<file path="src/hw/reset_flag_pkg.sv">
package reset_flag_pkg;

  // ----------------------------------------------------------------
  // reset source indices
  // ----------------------------------------------------------------
  localparam int unsigned SRC_COUNT = 6;
  localparam int unsigned SRC_CPU_FAIL = 0;
  localparam int unsigned SRC_CPU_SOFT = 1;
  localparam int unsigned SRC_CPU_PANEL = 2;
  localparam int unsigned SRC_BRD_SOFT = 3;
  localparam int unsigned SRC_BRD_PANEL = 4;
  localparam int unsigned SRC_BRD_WDOG = 5;

  // ----------------------------------------------------------------
  // values after reset
  // ----------------------------------------------------------------
  // only the two panel sources enabled by default
  localparam logic [5:0] ENABLE_DEFAULT = 6'h14;
  // mask of sources that actually generate resets (soft ones do not)
  localparam logic [5:0] SRC_LIVE_MASK = 6'h35;
  localparam logic [5:0] SRC_CPU_MASK = 6'h07;
  localparam logic [5:0] SRC_BRD_MASK = 6'h38;

  // ----------------------------------------------------------------
  // timing
  // ----------------------------------------------------------------
  localparam int unsigned CLK_FREQ_HZ = 125000000;
  localparam int unsigned SYNC_FREQ_HZ = 1250000;
  // half period of the sync clock in system clocks
  localparam int unsigned SYNC_HALF_CYCLES = CLK_FREQ_HZ / (2 * SYNC_FREQ_HZ);
  localparam int unsigned WDOG_TIMEOUT_CYCLES = 125000;

  // ----------------------------------------------------------------
  // types
  // ----------------------------------------------------------------
  // origin record for one section
  typedef struct packed {
    logic valid;
    logic [2:0] source;
  } reset_origin_t;

  // sync clock role
  typedef enum logic [1:0] {
    SYNC_SLAVE = 2'b01,
    SYNC_MASTER = 2'b10
  } sync_role_t;

endpackage

</file>
<file path="src/hw/reset_flag_sync.sv">
`timescale 1ns/1ps
// What this block does
// - four of the six reset sources (not the two soft ones) can raise the indicator
// - first enabled source occurrence raises indicator
// - indicator led follows indicator output
// - each source gated by its own enable
// - cpu panel request ignored when cpu panel disabled
// - defaults: only both panel sources enabled
// - board watchdog resets board when unserviced
// - soft reset enables held, resets not generated
// - record origin of last cpu, board reset
// - master: generate 1.25 MHz, drive, led on
// - slave: sync pin input, led off
module reset_flag_sync
  import reset_flag_pkg::*;
#(
  parameter int unsigned WDOG_CYCLES = WDOG_TIMEOUT_CYCLES
) (
  // clock and reset
  input wire logic mclk,
  input wire logic reset_n,
  // configuration
  input wire logic load_defaults,
  input wire logic cfg_write,
  input wire logic [5:0] cfg_enable,
  input wire logic sync_master_sel,
  // reset source events, one-cycle pulses
  input wire logic cpu_failure_reset_source,
  input wire logic cpu_user_soft_reset_source,
  input wire logic cpu_panel_reset_source,
  input wire logic board_user_soft_reset_source,
  input wire logic board_panel_reset_source,
  // watchdog service from board firmware
  input wire logic wdog_kick,
  // reset outputs
  output logic cpu_reset,
  output logic board_reset,
  output logic reset_flag,
  output logic reset_flag_led,
  // status
  output logic [5:0] enable_state,
  output reset_origin_t cpu_origin,
  output reset_origin_t board_origin,
  // sync clock pin
  input wire logic supply_sync_clock_in,
  output logic supply_sync_clock_out,
  output logic supply_sync_clock_oe,
  output logic master_led,
  output logic sync_clock_seen
);

  // ----------------------------------------------------------------
  // state
  // ----------------------------------------------------------------
  logic [5:0] enable_q, enable_d; // per-source enables
  logic flag_q, flag_d; // sticky indicator
  logic cpu_rst_q, cpu_rst_d;
  logic brd_rst_q, brd_rst_d;
  reset_origin_t cpu_org_q, cpu_org_d;
  reset_origin_t brd_org_q, brd_org_d;
  logic [16:0] wdog_q, wdog_d; // watchdog counter
  logic [5:0] raw; // raw source events
  logic [5:0] fired; // enabled, live events
  logic [5:0] half_q, half_d; // sync divider
  logic sync_q, sync_d;
  sync_role_t role_q, role_d;
  logic in_q, in_d; // sampled incoming sync clock
  logic seen_q, seen_d;
  // slave role already held last cycle, so in_q holds a far-side sample
  logic listen_q, listen_d;
  logic wdog_expire;

  // ----------------------------------------------------------------
  // reset sources
  // ----------------------------------------------------------------
  // watchdog expires when the count reaches one less than the timeout
  assign wdog_expire = (wdog_q == 17'(WDOG_CYCLES - 1));

  // collect the six sources in index order
  always_comb begin
    raw = 6'h00;
    raw[SRC_CPU_FAIL] = cpu_failure_reset_source;
    raw[SRC_CPU_SOFT] = cpu_user_soft_reset_source;
    raw[SRC_CPU_PANEL] = cpu_panel_reset_source;
    raw[SRC_BRD_SOFT] = board_user_soft_reset_source;
    raw[SRC_BRD_PANEL] = board_panel_reset_source;
    raw[SRC_BRD_WDOG] = wdog_expire;
    // soft sources are masked off: not functional yet
    fired = raw & enable_q & SRC_LIVE_MASK;
  end

  // priority encode the lowest firing index in a mask
  function automatic logic [2:0] first_src(input logic [5:0] v);
    logic [2:0] r;
    r = 3'h0;
    for (int i = SRC_COUNT - 1; i >= 0; i--) begin
      if (v[i]) begin
        r = 3'(i);
      end
    end
    return r;
  endfunction

  // ----------------------------------------------------------------
  // reset flag and origin logic
  // ----------------------------------------------------------------
  // next values for enables, flag, section resets and records
  always_comb begin
    enable_d = enable_q;
    flag_d = flag_q;
    cpu_org_d = cpu_org_q;
    brd_org_d = brd_org_q;
    wdog_d = wdog_q;
    // section resets are one-cycle pulses
    cpu_rst_d = |(fired & SRC_CPU_MASK);
    brd_rst_d = |(fired & SRC_BRD_MASK);
    if (load_defaults) begin
      enable_d = ENABLE_DEFAULT;
    end else if (cfg_write) begin
      enable_d = cfg_enable;
    end
    // reconfiguring clears the flag, but a same-cycle event still wins
    if (load_defaults || cfg_write) begin
      flag_d = 1'b0;
    end
    if (|fired) begin
      flag_d = 1'b1;
    end
    if (|(fired & SRC_CPU_MASK)) begin
      cpu_org_d = '{valid: 1'b1, source: first_src(fired & SRC_CPU_MASK)};
    end
    if (|(fired & SRC_BRD_MASK)) begin
      brd_org_d = '{valid: 1'b1, source: first_src(fired & SRC_BRD_MASK)};
    end
    // watchdog restarts on service or after it bites
    if (wdog_kick || wdog_expire) begin
      wdog_d = 17'h00000;
    end else begin
      wdog_d = wdog_q + 17'h00001;
    end
  end

  // register the reset-flag group
  always_ff @(posedge mclk or negedge reset_n) begin
    if (!reset_n) begin
      enable_q <= ENABLE_DEFAULT;
      flag_q <= 1'b0;
      cpu_rst_q <= 1'b0;
      brd_rst_q <= 1'b0;
      cpu_org_q <= '0;
      brd_org_q <= '0;
      wdog_q <= 17'h00000;
    end else begin
      enable_q <= enable_d;
      flag_q <= flag_d;
      cpu_rst_q <= cpu_rst_d;
      brd_rst_q <= brd_rst_d;
      cpu_org_q <= cpu_org_d;
      brd_org_q <= brd_org_d;
      wdog_q <= wdog_d;
    end
  end

  // ----------------------------------------------------------------
  // sync clock master / slave
  // ----------------------------------------------------------------
  // divider toggles the sync clock every half period in master role
  always_comb begin
    role_d = sync_master_sel ? SYNC_MASTER : SYNC_SLAVE;
    half_d = half_q;
    sync_d = sync_q;
    in_d = supply_sync_clock_in;
    seen_d = 1'b0;
    listen_d = (role_q == SYNC_SLAVE);
    case (role_q)
      SYNC_MASTER: begin
        if (half_q == 6'(SYNC_HALF_CYCLES - 1)) begin
          half_d = 6'h00;
          sync_d = ~sync_q;
        end else begin
          half_d = half_q + 6'h01;
        end
      end
      SYNC_SLAVE: begin
        // divider idles; watch for edges from the far crate
        half_d = 6'h00;
        sync_d = 1'b0;
        // first slave cycle compares against our own last drive: skip it,
        // otherwise a role change fakes an edge from the far crate
        seen_d = listen_q & (in_q ^ supply_sync_clock_in);
      end
      default: begin
        half_d = 6'h00;
        sync_d = 1'b0;
      end
    endcase
  end

  // register the sync group
  always_ff @(posedge mclk or negedge reset_n) begin
    if (!reset_n) begin
      role_q <= SYNC_SLAVE;
      half_q <= 6'h00;
      sync_q <= 1'b0;
      in_q <= 1'b0;
      seen_q <= 1'b0;
      listen_q <= 1'b0;
    end else begin
      role_q <= role_d;
      half_q <= half_d;
      sync_q <= sync_d;
      in_q <= in_d;
      seen_q <= seen_d;
      listen_q <= listen_d;
    end
  end

  // ----------------------------------------------------------------
  // outputs, all from flip-flops
  // ----------------------------------------------------------------
  assign cpu_reset = cpu_rst_q;
  assign board_reset = brd_rst_q;
  assign reset_flag = flag_q;
  assign reset_flag_led = flag_q;
  assign enable_state = enable_q;
  assign cpu_origin = cpu_org_q;
  assign board_origin = brd_org_q;
  assign supply_sync_clock_out = sync_q;
  // role register drives enable and led together
  assign supply_sync_clock_oe = role_q[1];
  assign master_led = role_q[1];
  assign sync_clock_seen = seen_q;

endmodule // reset_flag_sync

</file>
<file path="config.mk">
export PLATFORM = sky130hd
export DESIGN_NAME = reset_flag_sync
export DESIGN_NICKNAME = d
export VERILOG_FILES = /design/src/hw/reset_flag_pkg.sv /design/src/hw/reset_flag_sync.sv
export SDC_FILE = /design/constraint.sdc
export NUM_CORES = 1
export LEC_CHECK = 0
export BUFFER_PORTS_ARGS = -buffer_cell sky130_fd_sc_hd__buf_2
export CAP_MARGIN = 20
export CORE_MARGIN = 2
export CORE_UTILIZATION = 53
export CTS_CLUSTER_SIZE = 8
export DETAILED_ROUTE_END_ITERATION = 6
export PLACE_DENSITY_LB_ADDON = 0.08
export SYNTH_ARGS = -nofsm -noshare
export SYNTH_HDL_FRONTEND = slang
export SYNTH_SLANG_ARGS = --single-unit
export TNS_END_PERCENT = 10
</file>
<file path="constraint.sdc">
create_clock -name mclk -period 2.2 [get_ports mclk]
set_input_delay 0 -clock mclk [delete_from_list [all_inputs] [get_ports mclk]]
set_output_delay 0 -clock mclk [all_outputs]
set_load 0.02 [all_outputs]
</file>
## Yosys cells after proc, flatten, opt, wreduce, memory -nomap -nowiden

Index checks and enable logic that the tools add are counted.
W data, S select, Z words.

- Register bits: 46
- Latch bits: 0
- RAM bits: 0
- Memory bits (read-only): 0
- Input port bits: 18
- Output and inout bits: 22
- Word-level logic and storage cells: 48
- Memories kept: 0

- $add $sub $neg: 2
- $mul: 0
- Divide/modulo/power cells: 0
- Order comparisons: 0
- Eq/ne operators: 5
- Shift-type cells: 0
- Mux-type cells: 15
- Bitwise operators: 4
- Reduce and logical (&&, ||, !) cells: 7

Operators by type and width:

| operator | number |
|---|---|
| $mux W6 | 4 |
| $add A17 B1 Y17 const B | 1 |
| $eq A17 B17 Y1 const B | 1 |
| $mux W17 | 1 |
| $mux W3 | 3 |
| $add A6 B1 Y6 const B | 1 |
| $and A6 B6 Y6 | 1 |
| $eq A6 B6 Y1 const B | 1 |
| $mux W1 | 5 |
| $mux W2 | 2 |
| $reduce_bool A2 Y1 | 2 |
| $reduce_or A2 Y1 | 2 |
| $reduce_or A4 Y1 | 1 |
| $eq A2 B1 Y1 const B | 1 |
| $eq A2 B2 Y1 const B | 1 |
| $logic_or A1 B1 Y1 | 2 |
| $ne A2 B2 Y1 const B | 1 |
| $and A1 B1 Y1 | 1 |
| $not A1 Y1 | 1 |
| $xor A1 B1 Y1 | 1 |

## Depth between registers and ports, before layout

Gate-level depths: netlist (run 1).

- Depth after elaboration: 4
- Depth in mapped cells: 7
- Depth with buffers taken out: 5

## Least setup slack after synthesis (run 1)

No wires, ideal clock.

- Path type: register to register
- Start point: register wdog_q[3]
- End point: register wdog_q[14]
- Library setup time: 0.119 ns
- Arrival: 1.658 ns
- Required time: 2.081 ns
- Setup slack: 0.424 ns
- Cell stages (with the launch flop): 7
- Buffers on the path: 2
- Period minus slack after synthesis: 1.776 ns
- Cell sequence: dfrtp_1 > or4_1 > nor4_2 > or2_1 > buf_6 > buf_12 > nor2_1

- Cells in the longest elaborated chain, start to end: 3
- Elaborated cells on any way between the ends: 4
- Those cells by class: add/sub: 1; eq/ne: 1; mux: 1; reduce/logical: 1

RTL lines:

| item | line | text |
|---|---|---|
| start: declaration | reset_flag_sync.sv:61 | `logic [16:0] wdog_q, wdog_d;` |
| start signal: assignment | reset_flag_sync.sv:160 | `wdog_q <= wdog_d;` |
| parallel branches: the longest is 2 deep, another holds $add A17 B1 Y17 | - |  |
| $mux W17 * | reset_flag_sync.sv:136 | `if (wdog_kick \|\| wdog_expire) begin` |
| via wdog_d[14] | reset_flag_sync.sv:61 |  |

Mark *: on every way through the listed nets, which the timed path passes.
A chain may end at the register's enable or synchronous reset.

## Worst setup path in the final report (run 1)

- Start point: register wdog_q[3]
- End point: register wdog_q[6]

Same word-level chain as after synthesis.

==> summary.log, run 1 <==
[critical_path] Startpoint Class register
[power] Clk network pwr share 34.1%
[clock_tree] Clock Sinks 43
[status] outcome complete, no violations
[power] PD cells 643 nW/µm²
[sta] Hold Vio Cnt, Final 0
[die] area of the core 3390 µm²
[final_layout] number of filler instances in the final layout 260
[place] final weighted congestion of routability-driven global placement 0.773
[final_layout] Final Util 68.9%
[hold_path] worst hold-check path type primary input to register
[final_layout] highest-count cells in the layout ignoring fill and taps dfrtp_1 (40), buf_2 (34), nor2_1 (31), dlygate4sd3_1 (17), xnor2_1 (11)
[sta] max-slew violation count 0
[drt] DR iter-0 viols 100
[flow_run] Maximum Capacitance Violations 0
[final_layout] final instance area 2340 µm²
[final_layout] antenna fix cells 0
[synth] sequential fraction of the synthesis area 56.9%
[critical_path] sequence of cells on the critical path or4_1 -> nor4_2 -> or2_1 -> buf_12 -> nor2_1
[drt] first drt pass iteration count 4
[power] Sw Share 23.3%
[synth] number of enable-type register cells in the synthesized netlist 0
[die] Die Span Y 63.8 µm
[final_layout] most common cell after layout, fill and taps aside dfrtp_1
[power] share of power burned in registers 55.5%
[sta] minimum setup slack in the final design 275 ps
[drt] number of vias after detailed routing 1394
[place] worst-case setup slack after placement 301 ps
[drt] DRT Wirelength 3670 µm
[global_route] first-pass GRT wire length 6380 µm
[clock_tree] clock root buffer clkbuf_4
[critical_path] critical path type register to register
[global_route] vias in the first global route 1441
[power] cell leakage power 1.06 nW
[drt] DR DRC count 0
[clock_tree] Clk Latency, worst-skew pair 350 ps
[power] fraction of power consumed by combinational cells 10.4%
[die] area enclosed by the die boundary 4070 µm²
[sta] Clock Skews 10.4 ps
[drt] DR WL/cell 13.6 µm
[critical_path] slowest cell on the critical path or4_1
[synth] cell area after synthesis 1900 µm²
[synth] top_reg_cell synth dfrtp_1
[critical_path] CP peak stage delay 560 ps
[power] net switching power 0.000351 W
[power] Internal Power 0.00115 W
[sta] slew at the pin with the worst max-slew slack 930 ps
[sta] crit share post-route 87.5%
[clock_tree] clk buf depth 2
[drt] number of antenna-violating nets in the routed design 0
[die] I/O Pins 40
[clock_tree] Post-CTS Repair Setup Buffers 0
[synth] Distinct cells, synth 33
[sta] # setup viols final 0
[clock_tree] number of CTS-inserted buffers 5
[final_layout] area delta synth->final 23.2%
[critical_path] largest fanout on the critical path 17
[power] power after layout 0.00150 W
[global_route] largest net degree at the start of global routing 44
[place] port bufs 34
[synth] async set-reset flop share out of synthesis 100%
[critical_path] critical path arrival 2170 ps
[synth] register bit count reported by yosys 43
[global_route] global routing usage summed across all routing layers 20.4%
[final_layout] number of nets at the end of the flow 245
[die] num rows 21
[clock_tree] clk slew on worst S/H paths 130 ps
[place] final HPWL from detailed placement 2460 µm
[drt] Avg Vias per Cell 5.14
[clock_tree] H-tree Lvls 2
[die] starting utilization of the core area 56.0%
[final_layout] area of combinational cells with multiple inputs 726 µm²
[sta] minimum clock period 1920 ps
[clock_tree] clock tree from TritonCTS done
[power] worst vdd ir 0.527 mV
[final_layout] fraction of layout cells with a size suffix above 1 21.3%
[global_route] aggregate global routing overflow 0
[synth] Yosys warning total 0
[synth] average cell area after synthesis 11.1 µm²
[place] area post-placement 2080 µm²
[sta] unrepaired setup endpoints after global routing false
[critical_path] Critical Path Sink Type register
[sta] setup TNS 0 ps
[critical_path] CP Data Required Time 2440 ps
[sta] top achievable clock speed 0.520 GHz
[synth] Post-Synthesis Cells 171
[global_route] initial antenna violation count 0
[sta] normalized max-slew margin 38.0%
[die] horizontal die dimension 63.8 µm
[final_layout] Register Area 1080 µm²
[cells by family (layout without fill, tap and decap cells)]
family	Yosys count	in the layout	share of synthesized area [%]
multiplexers	4	4	2.11
XOR/XNOR	21	21	9.70
AND/OR/NAND/NOR	76	76	21.1
buffers and inverters	15	67	5.21
adder cells (fa/ha/maj)	3	3	1.98
AO/OA/AOI/OAI	8	8	2.77
flip-flops	43	43	56.9
other	1	3	0.198
[synthesized netlist by cell type (3+ instances only)]
cell | instances | area [µm²]
dfrtp_1 | 40 | 1000
nand4_1 | 7 | 43.8
nand2b_1 | 3 | 18.8
ha_1 | 3 | 37.5
a21oi_1 | 4 | 20.0
nand3_1 | 10 | 50.1
inv_1 | 7 | 26.3
xnor2_1 | 11 | 96.3
mux2i_1 | 4 | 40.0
nand2_1 | 4 | 15.0
dfstp_2 | 3 | 78.8
xor2_1 | 10 | 87.6
nor2b_1 | 3 | 18.8
nor2_1 | 31 | 116
buf_4 | 5 | 37.5
nor4_1 | 5 | 31.3
[flip-flops by register name, indices dropped and copies added (netlist names)]
name	flops
reset_flag	1
in_q	1
role_q	2
supply_sync_clock_out	1
board_origin	3
half_q	6
sync_clock_seen	1
cpu_origin	2
enable_state	6
board_reset	1
wdog_q	17
cpu_reset	1
listen_q	1
[final cells by class]
class                      count  area share [%]
multi-input combinational    115            31.1
inverter                       7            1.12
clock buffer                   6            2.20
clock inverter                 2            1.50
tap                           46            2.46
timing repair buffer          52            15.4
sequential                    43            46.2
[path summary, 6_finish.rpt]
kind | depth (start not counted) | slack (ps) | start | to
max in group asynchronous | 2 | 1310 | reset_n | wdog_q[15]$_DFF_PN0_
worst max-delay path | 5 | 280 | wdog_q[3]$_DFF_PN0_ | wdog_q[6]$_DFF_PN0_
worst min register to register | 1 | 480 | board_origin[2]$_DFFE_PN0P_ | board_origin[2]$_DFFE_PN0P_
worst min-delay path | 4 | 70 | wdog_kick | wdog_q[4]$_DFF_PN0_
worst max register to register | 5 | 280 | wdog_q[3]$_DFF_PN0_ | wdog_q[6]$_DFF_PN0_
min in group asynchronous | 2 | 310 | reset_n | wdog_q[4]$_DFF_PN0_
[through the flow]
stage | cells | hold WS (ps)
floorplan | 173 | -296
global placement | 246 | 125
detailed placement | 246 | 127
CTS | 271 | 49.1
global route | 271 | 65.2
finish | 271 | 70.1
[power groups by stage]
stage                     Combinational [W]  Sequential [W]  Clock (W)
after floorplan                   0.0000632        0.000866          0
after global placement             0.000126        0.000848          0
after detailed placement           0.000130        0.000849          0
after CTS                          0.000155        0.000835   0.000527
after global routing               0.000172        0.000839   0.000559
final                              0.000156        0.000834   0.000513
[layer usage]
metal	global-route usage, %	vias to the layer above	routed length (µm)
met5	0	-	0
met4	6.79	0	58
met3	5.99	7	146
met2	36.2	36	1950
met1	23.4	674	1520
li1	-	677	-
[worst max-delay path: cells and delay by family, from the launching register on]
kind	cells	cell delay, ps
AND/OR/NAND/NOR	4	1210
flip-flops	1	460
buffers and inverters	1	150
[repair_timing]
action / in CTS / in global routing
hold buffers: 17 / 0
resized for setup: 0 / 0
hold endpoints to repair: 57 / 0
Power figures use the tool's default switching activity.
==> run 2: changes to the inputs <==
--- a/config.mk
+++ b/config.mk
@@ -11,7 +11,7 @@
 export CORE_UTILIZATION = 53
 export CTS_CLUSTER_SIZE = 8
 export DETAILED_ROUTE_END_ITERATION = 6
-export PLACE_DENSITY_LB_ADDON = 0.08
+export PLACE_DENSITY = 0.79
 export SYNTH_ARGS = -nofsm -noshare
 export SYNTH_HDL_FRONTEND = slang
 export SYNTH_SLANG_ARGS = --single-unit
==> run 2 against run 1 <==
  * Combinational power about the same
  * Largest power group unchanged
  * Critical endpoint is now wdog_q[11]$_DFF_PN0_
  * Sequential power barely moved
  * Flip-flop and latch count is the same
  * Worst setup slack improved by 44 ps
==> summary.log, run 2 (same netlist as run 1, synthesis figures left out) <==
[critical_path] sequence of cells on the critical path or4_1 -> nor4_2 -> or2_1 -> buf_12 -> nor2_1
[final_layout] Register Area 1080 µm²
[power] worst vdd ir 0.421 mV
[sta] unrepaired setup endpoints after global routing false
[drt] DR DRC count 0
[hold_path] instance count along the most critical hold path 3
[critical_path] largest fanout on the critical path 17
[power] Clk network pwr share 26.5%
[clock_tree] Clk Latency, worst-skew pair 340 ps
[critical_path] slowest cell on the critical path or4_1
[sta] minimum clock period 1880 ps
[clock_tree] H-tree Lvls 2
[die] Die Span Y 63.8 µm
[global_route] initial antenna violation count 0
[final_layout] number of nets at the end of the flow 244
[sta] setup TNS 0 ps
[global_route] aggregate global routing overflow 0
[place] number of cells in the design after placement 246
[power] power after layout 0.00135 W
[sta] crit share post-route 85.5%
[die] area of the core 3390 µm²
[final_layout] area delta synth->final 20.9%
[status] outcome complete, no violations
[sta] max-slew violation count 0
[die] area enclosed by the die boundary 4070 µm²
[critical_path] Crit path buffers/inverters 1
[critical_path] path length in cells of the critical path 5
[final_layout] fraction of layout cells with a size suffix above 1 21.0%
[sta] slew at the pin with the worst max-slew slack 920 ps
[drt] Avg Vias per Cell 5.18
[drt] DRT Wirelength 3790 µm
[clock_tree] clock root buffer clkbuf_4
[critical_path] Critical Path Sink Type register
[drt] number of vias after detailed routing 1399
[power] cell leakage power 1.04 nW
[critical_path] CP peak stage delay 560 ps
[clock_tree] clk slew on worst S/H paths 120 ps
[place] final weighted congestion of routability-driven global placement 0.820
[final_layout] number of flip-flops in the largest register 17
[global_route] global routing usage summed across all routing layers 20.2%
[clock_tree] clk buf depth 2
[die] I/O Pins 40
[global_route] largest net degree at the start of global routing 44
[sta] normalized max-slew margin 38.7%
[power] net switching power 0.000343 W
[sta] top achievable clock speed 0.532 GHz
[drt] first drt pass iteration count 4
[flow_run] Maximum Capacitance Violations 0
[sta] # setup viols final 0
[place] port bufs 34
[clock_tree] clock tree from TritonCTS done
[clock_tree] number of CTS-inserted buffers 5
[clock_tree] Clock Sinks 43
[critical_path] Register-to-Register Path Depth 5
[final_layout] number of filler instances in the final layout 243
[final_layout] final instance count without filler cells 270
[final_layout] register name with the most flops wdog_q
[final_layout] antenna fix cells 0
[drt] DR WL/cell 14.0 µm
[drt] number of antenna-violating nets in the routed design 0
[global_route] first-pass GRT wire length 6230 µm
[hold_path] worst hold-check path type primary input to register
[power] Internal Power 0.00101 W
[final_layout] area of combinational cells with multiple inputs 726 µm²
[place] final HPWL from detailed placement 2440 µm
[sta] Clock Skews 8.50 ps
[critical_path] CP Data Required Time 2440 ps
[die] horizontal die dimension 63.8 µm
[power] fraction of power consumed by combinational cells 11.5%
[final_layout] highest-count cells in the layout ignoring fill and taps dfrtp_1 (40), buf_2 (34), nor2_1 (31), dlygate4sd3_1 (16), xnor2_1 (11)
[power] Sw Share 25.5%
[sta] Hold Vio Cnt, Final 0
[die] starting utilization of the core area 56.0%
[critical_path] Startpoint Class register
[global_route] vias in the first global route 1385
[drt] DR iter-0 viols 53
[final_layout] Final Util 67.7%
[critical_path] family of cells with the greatest summed delay on the critical path simple AND/OR/NAND/NOR gates
[critical_path] critical path type register to register
[die] num rows 21
[power] PD cells 588 nW/µm²
[critical_path] critical path arrival 2120 ps
[final_layout] most common cell after layout, fill and taps aside dfrtp_1
[power] share of power burned in registers 61.9%
-- run 2: changes by cell type in the layout (fill, tap and decap cells not counted), sizes merged --
cell / previous run / this run
clkinvlp: 0 / 1
bufinv: 1 / 0
dlygate4sd3: 17 / 16
-- run 2: worst register-to-register path: cells and delay by family, from the launching register on --
family,cells,cell delay (ps)
buf+inv,1,150
flops,1,450
simple gates,4,1190
-- run 2: repair_timing --
item	4_1_cts	5_1_grt
setup buffers	0	0
resized for setup	0	0
hold buffers	16	0
hold endpoints to repair	56	0
-- run 2: final timing paths --
kind / from / to / slack [ps]
worst max-delay path: wdog_q[3]$_DFF_PN0_ / wdog_q[11]$_DFF_PN0_ / 320
worst min-delay path: cfg_write / enable_state[0]$_DFFE_PN0P_ / 60
worst max register to register: wdog_q[3]$_DFF_PN0_ / wdog_q[11]$_DFF_PN0_ / 320
worst min register to register: listen_q$_DFF_PN0_ / sync_clock_seen$_DFF_PN0_ / 480
max in group asynchronous: reset_n / half_q[1]$_DFF_PN0_ / 1310
min in group asynchronous: reset_n / enable_state[5]$_DFFE_PN0P_ / 310
-- run 2: final cells by class --
| class | count | share of cell area (%) |
|---|---|---|
| inverters | 7 | 1.15 |
| well taps | 46 | 2.51 |
| clock buffers | 6 | 1.80 |
| flip-flops and latches | 43 | 47.1 |
| multi-input cells | 115 | 31.6 |
| clock inverters | 2 | 0.546 |
| repair buffers | 51 | 15.3 |
-- run 2: power groups by stage --
stage | Clock, W | Combinational [W] | Sequential [W]
floorplan | 0 | 0.0000632 | 0.000866
global route | 0.000402 | 0.000170 | 0.000840
global placement | 0 | 0.000126 | 0.000848
detailed placement | 0 | 0.000130 | 0.000849
CTS | 0.000375 | 0.000154 | 0.000834
finish | 0.000358 | 0.000156 | 0.000836
-- run 2: through the flow --
step | setup slack, ps | cell area (µm²) | hold slack, ps
detailed placement | 334 | 2080 | 126
CTS | 313 | 2290 | 36.4
floorplan | 424 | 1900 | -296
global placement | 345 | 2080 | 121
global route | 176 | 2290 | 53.5
finish | 319 | 2290 | 59.0
-- run 2: routing by layer --
layer / vias to the layer above / share of wire (%) / global-route usage, %
met5: - / 0 / 0
met4: 0 / 2.2 / 9.24
met3: 8 / 3.0 / 5.46
met2: 25 / 53 / 33.9
met1: 691 / 42 / 24.3
li1: 675 / - / -
==> run 3: changes to the inputs <==
--- a/config.mk
+++ b/config.mk
@@ -8,10 +8,10 @@
 export BUFFER_PORTS_ARGS = -buffer_cell sky130_fd_sc_hd__buf_2
 export CAP_MARGIN = 20
 export CORE_MARGIN = 2
-export CORE_UTILIZATION = 53
+export CORE_UTILIZATION = 55
 export CTS_CLUSTER_SIZE = 8
 export DETAILED_ROUTE_END_ITERATION = 6
-export PLACE_DENSITY = 0.79
+export PLACE_DENSITY = 0.81
 export SYNTH_ARGS = -nofsm -noshare
 export SYNTH_HDL_FRONTEND = slang
 export SYNTH_SLANG_ARGS = --single-unit
==> constraint.sdc (replaced) <==
create_clock -name mclk -period 2.35 [get_ports mclk]
set_input_delay 0 -clock mclk [delete_from_list [all_inputs] [get_ports mclk]]
set_output_delay 0 -clock mclk [all_outputs]
set_load 0.02 [all_outputs]
==> run 3 against run 2 <==
  * Flip-flop and latch count unchanged
  * Non-clock buffer count unchanged
  * Hold slack improved by 0.97 ps
  * Critical path depth unchanged
  * Sequential share of layout area shrank 0.13 points
  * Clock-buffer cell count rose by 1
  * Maximum frequency down 1.8%
  * Final cell count unchanged
  * Register-to-register slack improved by 120 ps
  * Wire length is 2.5% higher
  * Clock power increased by 13%
  * Core utilization increased by 1.3 points
  * Critical path type unchanged
  * Highest routed layer unchanged
==> summary.log, run 3 (same netlist as run 1, synthesis figures left out) <==
[sta] unrepaired setup endpoints after global routing false
[global_route] met2 Use GR 38.6%
[sta] slew at the pin with the worst max-slew slack 922 ps
[sta] # setup viols final 0
[sta] top achievable clock speed 0.522 GHz
[final_layout] number of flip-flops in the largest register 17
[critical_path] Critical Path Sink Type register
[global_route] first-pass GRT wire length 6500 µm
[clock_tree] H-tree Lvls 2
[global_route] vias in the first global route 1417
[place] final HPWL from detailed placement 2460 µm
[sta] minimum clock period 1910 ps
[drt] Avg Vias per Cell 5.20
[hold_path] worst hold-check path type primary input to register
[power] PD cells 579 nW/µm²
[die] area of the core 3340 µm²
[die] starting utilization of the core area 56.8%
[global_route] global routing usage summed across all routing layers 21.9%
[drt] DRT Wirelength 3880 µm
[clock_tree] Clock Sinks 43
[global_route] global-route track usage on met1 24.5%
[die] Die Span Y 62.7 µm
[final_layout] area delta synth->final 21.2%
[drt] DR iter-0 viols 58
[final_layout] antenna fix cells 0
[final_layout] highest-count cells in the layout ignoring fill and taps dfrtp_1 (40), buf_2 (34), nor2_1 (31), dlygate4sd3_1 (16), xnor2_1 (11)
[global_route] largest net degree at the start of global routing 44
[drt] DR DRC count 0
[clock_tree] number of CTS-inserted buffers 5
[clock_tree] Clk Latency, worst-skew pair 350 ps
[sta] Clock Skews 8.39 ps
[die] I/O Pins 40
[place] worst-case setup slack after placement 458 ps
[final_layout] number of nets at the end of the flow 244
[critical_path] CP Data Required Time 2590 ps
[clock_tree] clock root buffer clkbuf_4
[clock_tree] Post-CTS Repair Setup Buffers 0
[critical_path] largest fanout on the critical path 17
[clock_tree] clk buf depth 2
[global_route] aggregate global routing overflow 0
[clock_tree] clock tree from TritonCTS done
[place] port bufs 34
[sta] normalized max-slew margin 38.6%
[die] area enclosed by the die boundary 3930 µm²
[sta] max-slew violation count 0
[status] outcome complete, no violations
[global_route] initial antenna violation count 0
[critical_path] critical path type register to register
[critical_path] Startpoint Class register
[drt] number of antenna-violating nets in the routed design 0
[power] worst vdd ir 0.538 mV
[drt] DR WL/cell 14.4 µm
[final_layout] number of filler instances in the final layout 241
[sta] minimum setup slack in the final design 435 ps
[power] cell leakage power 1.04 nW
[final_layout] Final Util 68.9%
[final_layout] most common cell after layout, fill and taps aside dfrtp_1
[drt] first drt pass iteration count 4
[clock_tree] CTS resizes 0
[final_layout] register name with the most flops wdog_q
[die] horizontal die dimension 62.7 µm
[drt] number of vias after detailed routing 1403
[global_route] peak-usage layer in the global routing report met2
[sta] crit share post-route 81.5%
[die] num rows 21
[clock_tree] clk slew on worst S/H paths 120 ps
[critical_path] critical path arrival 2160 ps
[flow_run] Maximum Capacitance Violations 0
[global_route] global routing usage on met3 5.23%
[sta] setup TNS 0 ps
[final_layout] fraction of layout cells with a size suffix above 1 21.4%
[sta] Hold Vio Cnt, Final 0
[place] final weighted congestion of routability-driven global placement 0.798
## run 3: cell count changes in the layout (fill, tap and decap cells not counted)
cell      before  now
buf_12         1    0
buf_4          0    1
clkbuf_1       1    0
clkbuf_8       0    2
clkinv_2       1    0
## run 3: routing by layer
layer / wire, µm / up-vias
met4: 84 / 0
met1: 1580 / 686
met2: 2100 / 29
li1: - / 680
met5: 0 / -
met3: 115 / 8
## run 3: path summary, 6_finish.rpt
path                                            from                     endpoint  slack [ps]  cells past startpoint
setup / recovery                 wdog_q[3]$_DFF_PN0_         wdog_q[12]$_DFF_PN0_         440                      5
hold / removal                             cfg_write  enable_state[5]$_DFFE_PN0P_          60                      3
setup reg to reg                 wdog_q[3]$_DFF_PN0_         wdog_q[12]$_DFF_PN0_         440                      5
hold reg to reg            cpu_origin[3]$_DFFE_PN0P_    cpu_origin[3]$_DFFE_PN0P_         480                      1
max in group asynchronous                    reset_n         wdog_q[12]$_DFF_PN0_        1470                      2
min in group asynchronous                    reset_n  board_origin[0]$_DFFE_PN0P_         300                      2
## run 3: critical path: stages, from the launching register on
cell and delay [ps]:
dfrtp_1 450, or4_1 570, nor4_2 360, or2_1 150, buf_4 200, nor2_1 70
## run 3: where the power goes
group	switching, W	internal [W]	total [W]	leakage (nW)
clock	0.000230	0.000175	0.000405	0.0375
combinational	0.0000849	0.0000594	0.000144	0.452
sequential	0.0000183	0.000764	0.000783	0.551
total	0.000333	0.000999	0.00133	1.04
## run 3: per-stage QoR
step,total power [W],hold WS (ps),area [µm²],std cells
2_1_floorplan,0.000870,-296,1900,173
3_3_place_gp,0.000908,122,2070,246
3_5_place_dp,0.000914,128,2070,246
4_1_cts,0.00133,56.3,2300,270
5_1_grt,0.00138,86.2,2300,270
6_report,0.00133,60.0,2300,270
## run 3: repair_timing
item | CTS | global route
endpoints found under the hold margin | 57 | 0
endpoints found under the setup margin | 0 | 0
hold buffers | 16 | 0
## run 3: final cells by class
class	count	area, µm²	area share, %
repair buffers	51	338	14.7
inverters	7	26.3	1.14
clock inverters	1	7.51	0.326
flip-flops and latches	43	1080	47.0
well taps	46	57.6	2.50
multi-input cells	115	726	31.6
clock buffers	7	65.1	2.83
